File: src/shared/wta_pkg.sv
`default_nettype none
// ==========================================
// Shared constants for the word datapath
// ==========================================
package wta_pkg;

  // Word and address widths
  localparam int WORD_W = 48;
  localparam int ADDR_W = 15;
  localparam int OP_W   = 5;

  // Zero word used by clears
  localparam logic [WORD_W-1:0] WORD_ZERO = 48'h0;

  // Operation codes, one-word transfers
  localparam logic [OP_W-1:0] OP_MEM_TO_ACCUM       = 5'h00;
  localparam logic [OP_W-1:0] OP_MEM_TO_DATA_REG    = 5'h01;
  localparam logic [OP_W-1:0] OP_MEM_TO_AUX_REG     = 5'h02;
  localparam logic [OP_W-1:0] OP_ACCUM_TO_MEM       = 5'h03;
  localparam logic [OP_W-1:0] OP_ACCUM_TO_DATA_REG  = 5'h04;
  localparam logic [OP_W-1:0] OP_ACCUM_TO_AUX_REG   = 5'h05;
  localparam logic [OP_W-1:0] OP_AUX_REG_TO_MEM     = 5'h06;
  localparam logic [OP_W-1:0] OP_AUX_REG_TO_ACCUM   = 5'h07;
  localparam logic [OP_W-1:0] OP_AUX_REG_TO_DATA_REG = 5'h08;
  localparam logic [OP_W-1:0] OP_DATA_REG_TO_MEM    = 5'h09;
  localparam logic [OP_W-1:0] OP_DATA_REG_TO_ACCUM  = 5'h0a;
  localparam logic [OP_W-1:0] OP_DATA_REG_TO_AUX_REG = 5'h0b;
  // Clears
  localparam logic [OP_W-1:0] OP_ZERO_MEMORY_WORD   = 5'h0c;
  localparam logic [OP_W-1:0] OP_ZERO_ACCUM         = 5'h0d;
  localparam logic [OP_W-1:0] OP_ZERO_DATA_REG      = 5'h0e;
  localparam logic [OP_W-1:0] OP_ZERO_AUX_REG       = 5'h0f;
  // Fixed-point add and subtract
  localparam logic [OP_W-1:0] OP_SUM_WITH_DATA_REG  = 5'h10;
  localparam logic [OP_W-1:0] OP_MINUS_DATA_REG     = 5'h11;
  localparam logic [OP_W-1:0] OP_SUM_WITH_MEMORY_WORD = 5'h12;
  localparam logic [OP_W-1:0] OP_MINUS_MEMORY_WORD  = 5'h13;
  localparam logic [OP_W-1:0] OP_SUM_WITH_AUX_REG   = 5'h14;
  localparam logic [OP_W-1:0] OP_MINUS_AUX_REG      = 5'h15;

  // Storage elements a word can come from or go to
  typedef enum logic [2:0] {
    LOC_NONE,
    LOC_MEM,
    LOC_ACC,
    LOC_AUX,
    LOC_DAT
  } wta_loc_t;

endpackage
`default_nettype wire

File: src/rtl/wta_datapath.sv
// Summary of operation
// - Transfer decodes as one source, one destination
// - No same-element or memory-to-memory transfer
// - Copy word, source kept, destination overwritten
// - Indirect moves pass through data register
// - Data register moves happen in one step
// - Address used only for memory accesses
// - Clears set target to zero
// - Clears leave data register alone unless it is the target
// - Accumulator plus/minus data register into accumulator
// - Memory/aux operand loaded into data register first
// - Accumulator used as is, not loaded
// - Absolute and store options independently selectable
// - Absolute option uses operand magnitude
// - Store writes only the operand's address
// - Result passes data register before memory
// - Clear variants zero accumulator first
// - Data register arithmetic takes no options
`timescale 1ns/1ns
`default_nettype none

module wta_datapath
  import wta_pkg::*;
(
  input  wire logic              i_clk,
  input  wire logic              i_rst_n,
  input  wire logic              i_op_valid,
  input  wire logic [OP_W-1:0]   i_op,
  input  wire logic              i_abs,
  input  wire logic              i_store,
  input  wire logic              i_clear_first,
  input  wire logic [ADDR_W-1:0] i_addr,
  output logic                   o_op_ready,
  output logic                   o_done,
  output logic                   o_illegal,
  output logic                   o_mem_rd,
  output logic                   o_mem_wr,
  output logic [ADDR_W-1:0]      o_mem_addr,
  output logic [WORD_W-1:0]      o_mem_wdata,
  input  wire logic [WORD_W-1:0] i_mem_rdata,
  output logic [WORD_W-1:0]      o_accum,
  output logic [WORD_W-1:0]      o_aux_reg,
  output logic [WORD_W-1:0]      o_data_reg
);

  // ==========================================
  // Sequencer states
  // ==========================================
  typedef enum logic [3:0] {
    ST_IDLE,    // Waiting for an operation
    ST_RD,      // Memory read strobe out
    ST_LOAD_D,  // Source word into data reg
    ST_MOVE,    // Data reg to destination
    ST_CLEAR,   // Zero the target
    ST_ARITH,   // Add or subtract into accum
    ST_STORE_D, // Result into data reg
    ST_STORE_M  // Data reg into memory
  } wta_state_t;

  // ==========================================
  // State and registers
  // ==========================================
  wta_state_t          state_r, state_nxt;   // Sequencer
  logic [OP_W-1:0]     op_r, op_nxt;         // Latched op
  logic                abs_r, abs_nxt;       // Magnitude option
  logic                store_r, store_nxt;   // Store option
  logic                clr_r, clr_nxt;       // Clear-first
  logic [ADDR_W-1:0]   addr_r, addr_nxt;     // Address field
  logic [WORD_W-1:0]   accum_r, accum_nxt;   // Accumulator
  logic [WORD_W-1:0]   aux_r, aux_nxt;       // Auxiliary reg
  logic [WORD_W-1:0]   data_r, data_nxt;     // Data register
  logic                rd_r, rd_nxt;         // Read strobe
  logic                wr_r, wr_nxt;         // Write strobe
  logic [ADDR_W-1:0]   maddr_r, maddr_nxt;   // Memory address
  logic [WORD_W-1:0]   wdata_r, wdata_nxt;   // Write data
  logic                done_r, done_nxt;     // Done pulse
  logic                ill_r, ill_nxt;       // Bad code pulse

  // Decoded fields of the latched operation
  wta_loc_t            src_loc;              // Source element
  wta_loc_t            dst_loc;              // Destination
  logic                is_arith;             // Add/sub class
  logic                is_sub;               // Subtract
  // Arithmetic helpers
  logic [WORD_W-1:0]   opnd;                 // Chosen operand
  logic [WORD_W-1:0]   base;                 // Augend/minuend
  logic [WORD_W-1:0]   result;               // Sum/difference

  // ==========================================
  // Operation decode
  // ==========================================
  // Source of each transfer, or operand site
  function automatic wta_loc_t src_of(
    input logic [OP_W-1:0] op
  );
    case (op)
      OP_MEM_TO_ACCUM, OP_MEM_TO_DATA_REG, OP_MEM_TO_AUX_REG,
      OP_SUM_WITH_MEMORY_WORD, OP_MINUS_MEMORY_WORD: src_of = LOC_MEM;
      OP_ACCUM_TO_MEM, OP_ACCUM_TO_DATA_REG,
      OP_ACCUM_TO_AUX_REG:     src_of = LOC_ACC;
      OP_AUX_REG_TO_MEM, OP_AUX_REG_TO_ACCUM, OP_AUX_REG_TO_DATA_REG,
      OP_SUM_WITH_AUX_REG, OP_MINUS_AUX_REG: src_of = LOC_AUX;
      OP_DATA_REG_TO_MEM, OP_DATA_REG_TO_ACCUM, OP_DATA_REG_TO_AUX_REG,
      OP_SUM_WITH_DATA_REG, OP_MINUS_DATA_REG: src_of = LOC_DAT;
      default:                 src_of = LOC_NONE;
    endcase
  endfunction

  // Destination of each transfer or clear target
  function automatic wta_loc_t dst_of(
    input logic [OP_W-1:0] op
  );
    case (op)
      OP_ACCUM_TO_MEM, OP_AUX_REG_TO_MEM,
      OP_DATA_REG_TO_MEM, OP_ZERO_MEMORY_WORD: dst_of = LOC_MEM;
      OP_MEM_TO_ACCUM, OP_AUX_REG_TO_ACCUM,
      OP_DATA_REG_TO_ACCUM, OP_ZERO_ACCUM:     dst_of = LOC_ACC;
      OP_MEM_TO_AUX_REG, OP_ACCUM_TO_AUX_REG,
      OP_DATA_REG_TO_AUX_REG, OP_ZERO_AUX_REG: dst_of = LOC_AUX;
      OP_MEM_TO_DATA_REG, OP_ACCUM_TO_DATA_REG,
      OP_AUX_REG_TO_DATA_REG, OP_ZERO_DATA_REG: dst_of = LOC_DAT;
      default:                 dst_of = LOC_NONE;
    endcase
  endfunction

  // Class flags from the latched code
  always_comb begin
    src_loc  = src_of(op_r);
    dst_loc  = dst_of(op_r);
    is_arith = (op_r >= OP_SUM_WITH_DATA_REG) && (op_r <= OP_MINUS_AUX_REG);
    is_sub   = op_r[0];
  end

  // ==========================================
  // Adder: accum plus or minus data reg
  // ==========================================
  always_comb begin
    opnd = data_r;
    if (abs_r && data_r[WORD_W-1]) begin
      opnd = -data_r;
    end
    base = clr_r ? WORD_ZERO : accum_r;
    if (is_sub) begin
      result = base - opnd;
    end else begin
      result = base + opnd;
    end
  end

  // ==========================================
  // Next-state logic
  // ==========================================
  always_comb begin
    state_nxt = state_r;
    op_nxt    = op_r;
    abs_nxt   = abs_r;
    store_nxt = store_r;
    clr_nxt   = clr_r;
    addr_nxt  = addr_r;
    accum_nxt = accum_r;
    aux_nxt   = aux_r;
    data_nxt  = data_r;
    rd_nxt    = 1'b0;
    wr_nxt    = 1'b0;
    maddr_nxt = maddr_r;
    wdata_nxt = wdata_r;
    done_nxt  = 1'b0;
    ill_nxt   = 1'b0;
    case (state_r)
      // Accept and route a new operation
      ST_IDLE: begin
        if (i_op_valid) begin
          op_nxt   = i_op;
          addr_nxt = i_addr;
          // Options only for memory/aux operands
          if (src_of(i_op) != LOC_DAT) begin
            abs_nxt   = i_abs;
            store_nxt = i_store;
            clr_nxt   = i_clear_first;
          end else begin
            abs_nxt   = 1'b0;
            store_nxt = 1'b0;
            clr_nxt   = 1'b0;
          end
          if (i_op > OP_MINUS_AUX_REG) begin
            ill_nxt = 1'b1;
          end else if (i_op >= OP_ZERO_MEMORY_WORD &&
                       i_op <= OP_ZERO_AUX_REG) begin
            state_nxt = ST_CLEAR;
          end else if (src_of(i_op) == LOC_MEM) begin
            rd_nxt    = 1'b1;
            maddr_nxt = i_addr;
            state_nxt = ST_RD;
          end else if (src_of(i_op) == LOC_DAT) begin
            // Arithmetic or move straight from D
            state_nxt = (i_op >= OP_SUM_WITH_DATA_REG) ?
                        ST_ARITH : ST_MOVE;
          end else begin
            state_nxt = ST_LOAD_D;
          end
        end
      end
      // Read strobe is out; data follows
      ST_RD: begin
        state_nxt = ST_LOAD_D;
      end
      // Source word into the data register
      ST_LOAD_D: begin
        if (src_loc == LOC_MEM) begin
          data_nxt = i_mem_rdata;
        end else if (src_loc == LOC_ACC) begin
          data_nxt = accum_r;
        end else begin
          data_nxt = aux_r;
        end
        if (is_arith) begin
          state_nxt = ST_ARITH;
        end else if (dst_loc == LOC_DAT) begin
          state_nxt = ST_IDLE;
          done_nxt  = 1'b1;
        end else begin
          state_nxt = ST_MOVE;
        end
      end
      // Data register into destination
      ST_MOVE: begin
        if (dst_loc == LOC_ACC) begin
          accum_nxt = data_r;
        end else if (dst_loc == LOC_AUX) begin
          aux_nxt = data_r;
        end else begin
          wr_nxt    = 1'b1;
          maddr_nxt = addr_r;
          wdata_nxt = data_r;
        end
        state_nxt = ST_IDLE;
        done_nxt  = 1'b1;
      end
      // Zero the target; D kept unless target
      ST_CLEAR: begin
        if (dst_loc == LOC_MEM) begin
          wr_nxt    = 1'b1;
          maddr_nxt = addr_r;
          wdata_nxt = WORD_ZERO;
        end else if (dst_loc == LOC_ACC) begin
          accum_nxt = WORD_ZERO;
        end else if (dst_loc == LOC_AUX) begin
          aux_nxt = WORD_ZERO;
        end else begin
          data_nxt = WORD_ZERO;
        end
        state_nxt = ST_IDLE;
        done_nxt  = 1'b1;
      end
      // Result into accumulator
      ST_ARITH: begin
        accum_nxt = result;
        if (store_r) begin
          state_nxt = ST_STORE_D;
        end else begin
          state_nxt = ST_IDLE;
          done_nxt  = 1'b1;
        end
      end
      // Result copied into data register
      ST_STORE_D: begin
        data_nxt  = accum_r;
        state_nxt = ST_STORE_M;
      end
      // Data register written back to operand address
      ST_STORE_M: begin
        wr_nxt    = 1'b1;
        maddr_nxt = addr_r;
        wdata_nxt = data_r;
        state_nxt = ST_IDLE;
        done_nxt  = 1'b1;
      end
      default: begin
        state_nxt = ST_IDLE;
      end
    endcase
  end

  // ==========================================
  // Registers
  // ==========================================
  always_ff @(posedge i_clk or negedge i_rst_n) begin
    if (!i_rst_n) begin
      state_r <= ST_IDLE;
      op_r    <= OP_MEM_TO_ACCUM;
      abs_r   <= 1'b0;
      store_r <= 1'b0;
      clr_r   <= 1'b0;
      addr_r  <= '0;
      accum_r <= WORD_ZERO;
      aux_r   <= WORD_ZERO;
      data_r  <= WORD_ZERO;
      rd_r    <= 1'b0;
      wr_r    <= 1'b0;
      maddr_r <= '0;
      wdata_r <= WORD_ZERO;
      done_r  <= 1'b0;
      ill_r   <= 1'b0;
    end else begin
      state_r <= state_nxt;
      op_r    <= op_nxt;
      abs_r   <= abs_nxt;
      store_r <= store_nxt;
      clr_r   <= clr_nxt;
      addr_r  <= addr_nxt;
      accum_r <= accum_nxt;
      aux_r   <= aux_nxt;
      data_r  <= data_nxt;
      rd_r    <= rd_nxt;
      wr_r    <= wr_nxt;
      maddr_r <= maddr_nxt;
      wdata_r <= wdata_nxt;
      done_r  <= done_nxt;
      ill_r   <= ill_nxt;
    end
  end

  // ==========================================
  // Outputs
  // ==========================================
  assign o_op_ready  = (state_r == ST_IDLE);     // Handshake
  assign o_done      = done_r;
  assign o_illegal   = ill_r;
  assign o_mem_rd    = rd_r;
  assign o_mem_wr    = wr_r;
  assign o_mem_addr  = maddr_r;
  assign o_mem_wdata = wdata_r;
  assign o_accum     = accum_r;
  assign o_aux_reg   = aux_r;
  assign o_data_reg  = data_r;

endmodule
`default_nettype wire

File: config.mk
export PLATFORM = sky130hd
export DESIGN_NAME = wta_datapath
export DESIGN_NICKNAME = d
export VERILOG_FILES = /design/src/shared/wta_pkg.sv /design/src/rtl/wta_datapath.sv
export SDC_FILE = /design/constraint.sdc
export NUM_CORES = 1
export LEC_CHECK = 0
export ABC_CLOCK_PERIOD_IN_PS = 7850
export CORE_UTILIZATION = 67
export CTS_BUF_LIST = sky130_fd_sc_hd__clkbuf_8
export CTS_CLUSTER_DIAMETER = 150
export DETAILED_ROUTE_END_ITERATION = 10
export DONT_BUFFER_PORTS = 1
export PLACE_DENSITY = 0.81
export SETUP_SLACK_MARGIN = 0.4
export SLEW_MARGIN = 20
export SYNTH_ARGS = -nofsm -noshare
export SYNTH_HDL_FRONTEND = slang
export SYNTH_SLANG_ARGS = --single-unit
File: constraint.sdc
create_clock -name i_clk -period 7.85 [get_ports i_clk]
set_input_delay 0.3925 -clock i_clk [delete_from_list [all_inputs] [get_ports i_clk]]
set_output_delay 0.3925 -clock i_clk [all_outputs]
set_load 0.01 [all_outputs]
======== Yosys cells after proc, flatten, opt, wreduce, memory -nomap -nowiden ========
Memories as Yosys holds them, arrays and structs flattened.
Cells that the tools add are included.
storage, ports and cells
  input bits .............................. 74
  bits in registers ....................... 238
  word-level logic and storage cells ...... 148
  memory bits (read-only) ................. 432
  memories ................................ 5
  output and inout bits ................... 212
cells by class
  reductions and logical operators ........ 17
  $add $sub $neg .......................... 3
  muxes and demuxes ....................... 72
  magnitude comparators ................... 6
  eq/ne operators ......................... 30
memory list
  name              words  width  read ports  clocked after memory_dff  wr ports  line                 text
  (name not given)  32     3      1           0                         0         wta_datapath.sv:96   case (op)
  (name not given)  32     3      1           0                         0         wta_datapath.sv:96
  (name not given)  32     3      1           0                         0         wta_datapath.sv:96
  (name not given)  32     3      1           0                         0         wta_datapath.sv:96
  (name not given)  16     3      1           0                         0         wta_datapath.sv:113  case (op)
operators with widths
  operator                                              count
  2-to-1 mux 48 bit                                     19
  case mux 48 bit (3 select lines)                      3
  2-to-1 mux 15 bit                                     7
  case mux 48 bit (2 select lines)                      1
  case mux 15 bit (4 select lines)                      1
  2-to-1 mux 3 bit                                      18
  adder 48 bit                                          1
  negator 48 bit                                        1
  subtractor 48 bit                                     1
  != test 2 bit (second input constant)                 13
  case mux 4 bit (5 select lines)                       1
  2-to-1 mux 1 bit                                      17
  equality test 4 x 3 -> 1 bit (second input constant)  4
  AND reduction 4 bit                                   3
  >= comparator 5 bit (second input constant)           2
  equality test 3 x 1 -> 1 bit (second input constant)  3
  equality test 3 x 2 -> 1 bit (second input constant)  3
  nonzero test 3 bit                                    3
  equality test 4 x 2 -> 1 bit (second input constant)  2
  2-to-1 mux 4 bit                                      2
  AND reduction 8 bit                                   1
  equality test 3 bit (second input constant)           2
  case mux 1 bit (3 select lines)                       2
  AND reduction 6 bit                                   1
  other kinds (14)                                      17

======== Longest topological paths before layout ========
  word-level depth ........................ 19
  depth in mapped cells ................... 27
  mapped depth without buffers ............ 25

======== Worst setup path after synthesis ========
Ideal clock, no wire load.
  path type ............................... register to register
  start point ............................. register data_r[1], in the netlist o_data_reg[1]
  end point ............................... register accum_r[32], in the netlist o_accum[32]
  period minus slack after synthesis ...... 5.649 ns
  path buffers ............................ 2
  setup time .............................. 0.082 ns
  slack ................................... 2.201 ns
  data required time ...................... 7.768 ns
  arrival time ............................ 5.567 ns
  stages on the path, launching flop included .. 23
  path through ............................ dfrtp_1 > buf_2 > inv_1 > ha_1 > or4b_4 > o21ai_2 > xnor2_1 > or4_4 > or4b_4 > nor3_2 > nor2_1 > xor2_1 > ha_1 > clkbuf_1 > a21o_1 > a21o_1 > a21oi_1 > and2_1 > a2111oi_0 > o21a_1 > nor2_1 > or4b_2 > a31oi_1
on the way
  word-level cells in the longest chain between the ends .. 5
  elaborated cells between the ends (all ways) .. 6
  those cells by class .................... add/sub (3); mux (3)
ends and longest elaborated chain
  item                                                      line                                      text
  start, declared                                           wta_datapath.sv:71                        logic [WORD_W-1:0] data_r, data_nxt;
  start signal, assigned                                    wta_datapath.sv:313                       data_r <= data_nxt;
  negator 48 bit                                            wta_datapath.sv:140                       opnd = -data_r;
  2-to-1 mux 48 bit *                                       wta_datapath.sv:139                       if (abs_r && data_r[WORD_W-1]) begin
  adder 48 bit / subtractor 48 bit (equally long branches)  wta_datapath.sv:146, wta_datapath.sv:144
  2-to-1 mux 48 bit *                                       wta_datapath.sv:143                       if (is_sub) begin
  case mux 48 bit (3 select lines) *                        wta_datapath.sv:169                       case (state_r)
  end signal, assigned                                      wta_datapath.sv:311                       accum_r <= accum_nxt;
  end, declared                                             wta_datapath.sv:69                        logic [WORD_W-1:0] accum_r, accum_nxt;
Mark *: on every way between the ends. The rest lies on a longest branch, timed or not.
A chain may end at the register's enable or synchronous reset.

======== Final worst setup path ========
  start point ............................. register data_r[0], in the netlist o_data_reg[0]
  end point ............................... register accum_r[45], in the netlist o_accum[45]
The elaborated chain is that of the path after synthesis.

==> qor.csv <==
metric,value,unit
outcome,"complete, no violations",
CP startpoint kind,flip-flop,
Starting Density,68.39,%
compound-cell area share of the yosys netlist,23.98,%
row cnt,58,
dpl ws,1204,ps
die area,26350,µm²
clock skew,25.33,ps
RSZ-0062 raised after global routing,false,
CTS Sinks,237,
"Avg Cell Area, Syn",8.033,µm²
clk_lat worst skew,550,ps
Mapped Area,17220,µm²
CTS tree,done,
"EDFF count, synth",0,
CP required,8310,ps
CP bufs+invs,1,
critical path's most frequent cell,a21oi_1,
Total Neg Setup Slack,0,ps
largest fanout on the critical path,9,
Synth Register Bits,237,
largest net degree at the start of global routing,238,
Crit Reg-Reg Startpoint,o_data_reg[0],
Rel. slew slack,22.90,%
Worst-Margin Slew,1152,ps
main flop type after synthesis,dfrtp_1,
layout cells sized above 1,6.916,%
capturing element type of the critical path,flip-flop,
max incr delay on CP,530,ps
Final min period,6766,ps
# Post-CTS Setup Buffers,0,
final worst-path cycle share,86.19,%
WP data arrival,7230,ps
Post-Syn Instances,2144,
Adder-Cell Fraction of Synth Area,4.402,%
CP top delay family,simple AND/OR/NAND/NOR gates,
Synth Warn #,0,
Clock Pin Slew Worst Setup and Hold Paths,60,ps
Hold Crit Start,i_op[4],
Via density,6.660,
Layout Nets,2189,
Vias,16070,
Tot GR Track Use,35.69,%
remaining global-route overflow,0,
gpl congestion,0.9871,
core area,25180,µm²
Critical path origin,o_data_reg[0],
ANT cells,0,
main combinational cell family by area after synthesis,compound AO/OA/AOI/OAI gates,
WL final,48.15,mm
Area Growth Syn to Fin,6.284,%
most frequent cells in the layout,"255 x nand2_1, 236 x dfrtp_1, 231 x nor2_1",
syn_nets,2278,
drt wl/cell,19.96,µm
number of global-route vias before repair,15330,
worst hold-check path type,in2reg,
"FFs w/ async S/R, synth",100.0,%
total CTS buffers,39,
post-CTS resize count,0,
Top Ports,286,
register area share after synthesis,34.44,%
Root Driver,clkbuf_8,
remaining antenna violation count after routing,0,
number of distinct library cells after synthesis,82,
final core utilization,72.69,%
# H-tree levels,2,
first-pass GRT wire length,77.63,mm
Post-Synth Simple-Gate Area,21.43,%
endpoints failing hold,0,
Iter 0 DRT Violations,1672,
# port buffers,0,
initial antenna violation count,0,
f_max,147.8,MHz
chip width,162.3,µm
crit path kind,reg2reg,
TritonRoute pass-1 iters,5,
Die H,162.3,µm
setup violators final,0,
"most common cell after layout, fill and taps aside",nand2_1,
slowest CP cell,dfrtp_1,
PnR worst setup slack,1084,ps
Max Slew Vio Count,0,
DP HPWL,33.28,mm
Max Cap Viol,0,
cts hold-fix bufs,21,
XOR/XNOR share of the synthesized area,5.950,%
post-synthesis mux area share,5.129,%
Post-route DRC,0,
Clock Tree Buf Depth,3,
==> routing by layer <==
metal	vias to the layer above	track usage (%)	routed length [µm]
li1	7538	-	-
met1	7713	49.38	20800
met2	719	58.24	22460
met3	95	5.653	3995
met4	0	9.305	887
met5	-	0	0
==> area by class of cell <==
cell class | instances | area [µm²]
multi-input combinational | 1696 | 10560
fill | 1980 | 6877
sequential | 237 | 5932
clock buffer | 53 | 729.5
timing repair buffer | 41 | 420.4
tap | 330 | 412.9
inverter | 40 | 150.1
clock inverter | 15 | 100.1
==> worst reg2reg max path: stages, from the launching register on <==
cell and delay (ps):
dfrtp_1 530, inv_1 190, ha_1 310, or4b_4 520, or4_1 410, a21oi_1 140, a21oi_1 120, nor3_1 340
and3_1 310, and4bb_2 320, o211ai_1 220, nor2_1 370, a21oi_1 140, xor2_1 170, ha_1 370, nand2_1 120
a21oi_1 170, o211ai_1 110, a21oi_1 310, o21ai_0 240, nand2_1 150, a31oi_1 160, o41ai_1 450, xor2_1 190
a22oi_1 90, a21oi_1 230
==> per-stage QoR <==
| step | hold WS [ps] | cell area, µm² | cells |
|---|---|---|---|
| finish | 35.49 | 18310 | 2412 |
| CTS | 18.21 | 18240 | 2409 |
| floorplan | 96.91 | 17220 | 2144 |
| global route | 37.50 | 18310 | 2412 |
| detailed placement | 101.1 | 17180 | 2320 |
| global placement | 102.2 | 17180 | 2320 |
==> final timing paths <==
kind | end | slack [ps] | depth (start not counted)
max | o_accum[45] | 1080 | 25
min | op_r[4] | 40 | 2
max reg2reg | o_accum[45] | 1080 | 25
min reg2reg | addr_r[2] | 510 | 1
max in group asynchronous | o_mem_wdata[19] | 6280 | 3
min in group asynchronous | o_aux_reg[39] | 440 | 2
==> cells in the mapped netlist (all sizes together) (37+ instances only) <==
cell,n,area [µm²]
nand2,257,964.7
dfrtp,237,5931
nor2,231,867.1
o21ai,180,904.6
a21oi,175,875.8
clkbuf,145,544.3
a31oi,81,506.7
mux2i,68,680.7
xnor2,66,578.1
a211oi,59,447.9
ha,59,738.2
nor2b,51,319.1
xor2,51,446.7
a21o,43,322.8
inv,40,150.1
nor3,37,200.2
==> kinds of logic after synthesis <==
group,Yosys count
AO/OA/AOI/OAI,667
XOR/XNOR,117
adder cells (fa/ha/maj),60
buffers and inverters,211
flip-flops,237
multiplexers,86
AND/OR/NAND/NOR,766
Power is not shown: default switching activity piles up to over one toggle a cycle in this logic, so the estimate is an artifact.
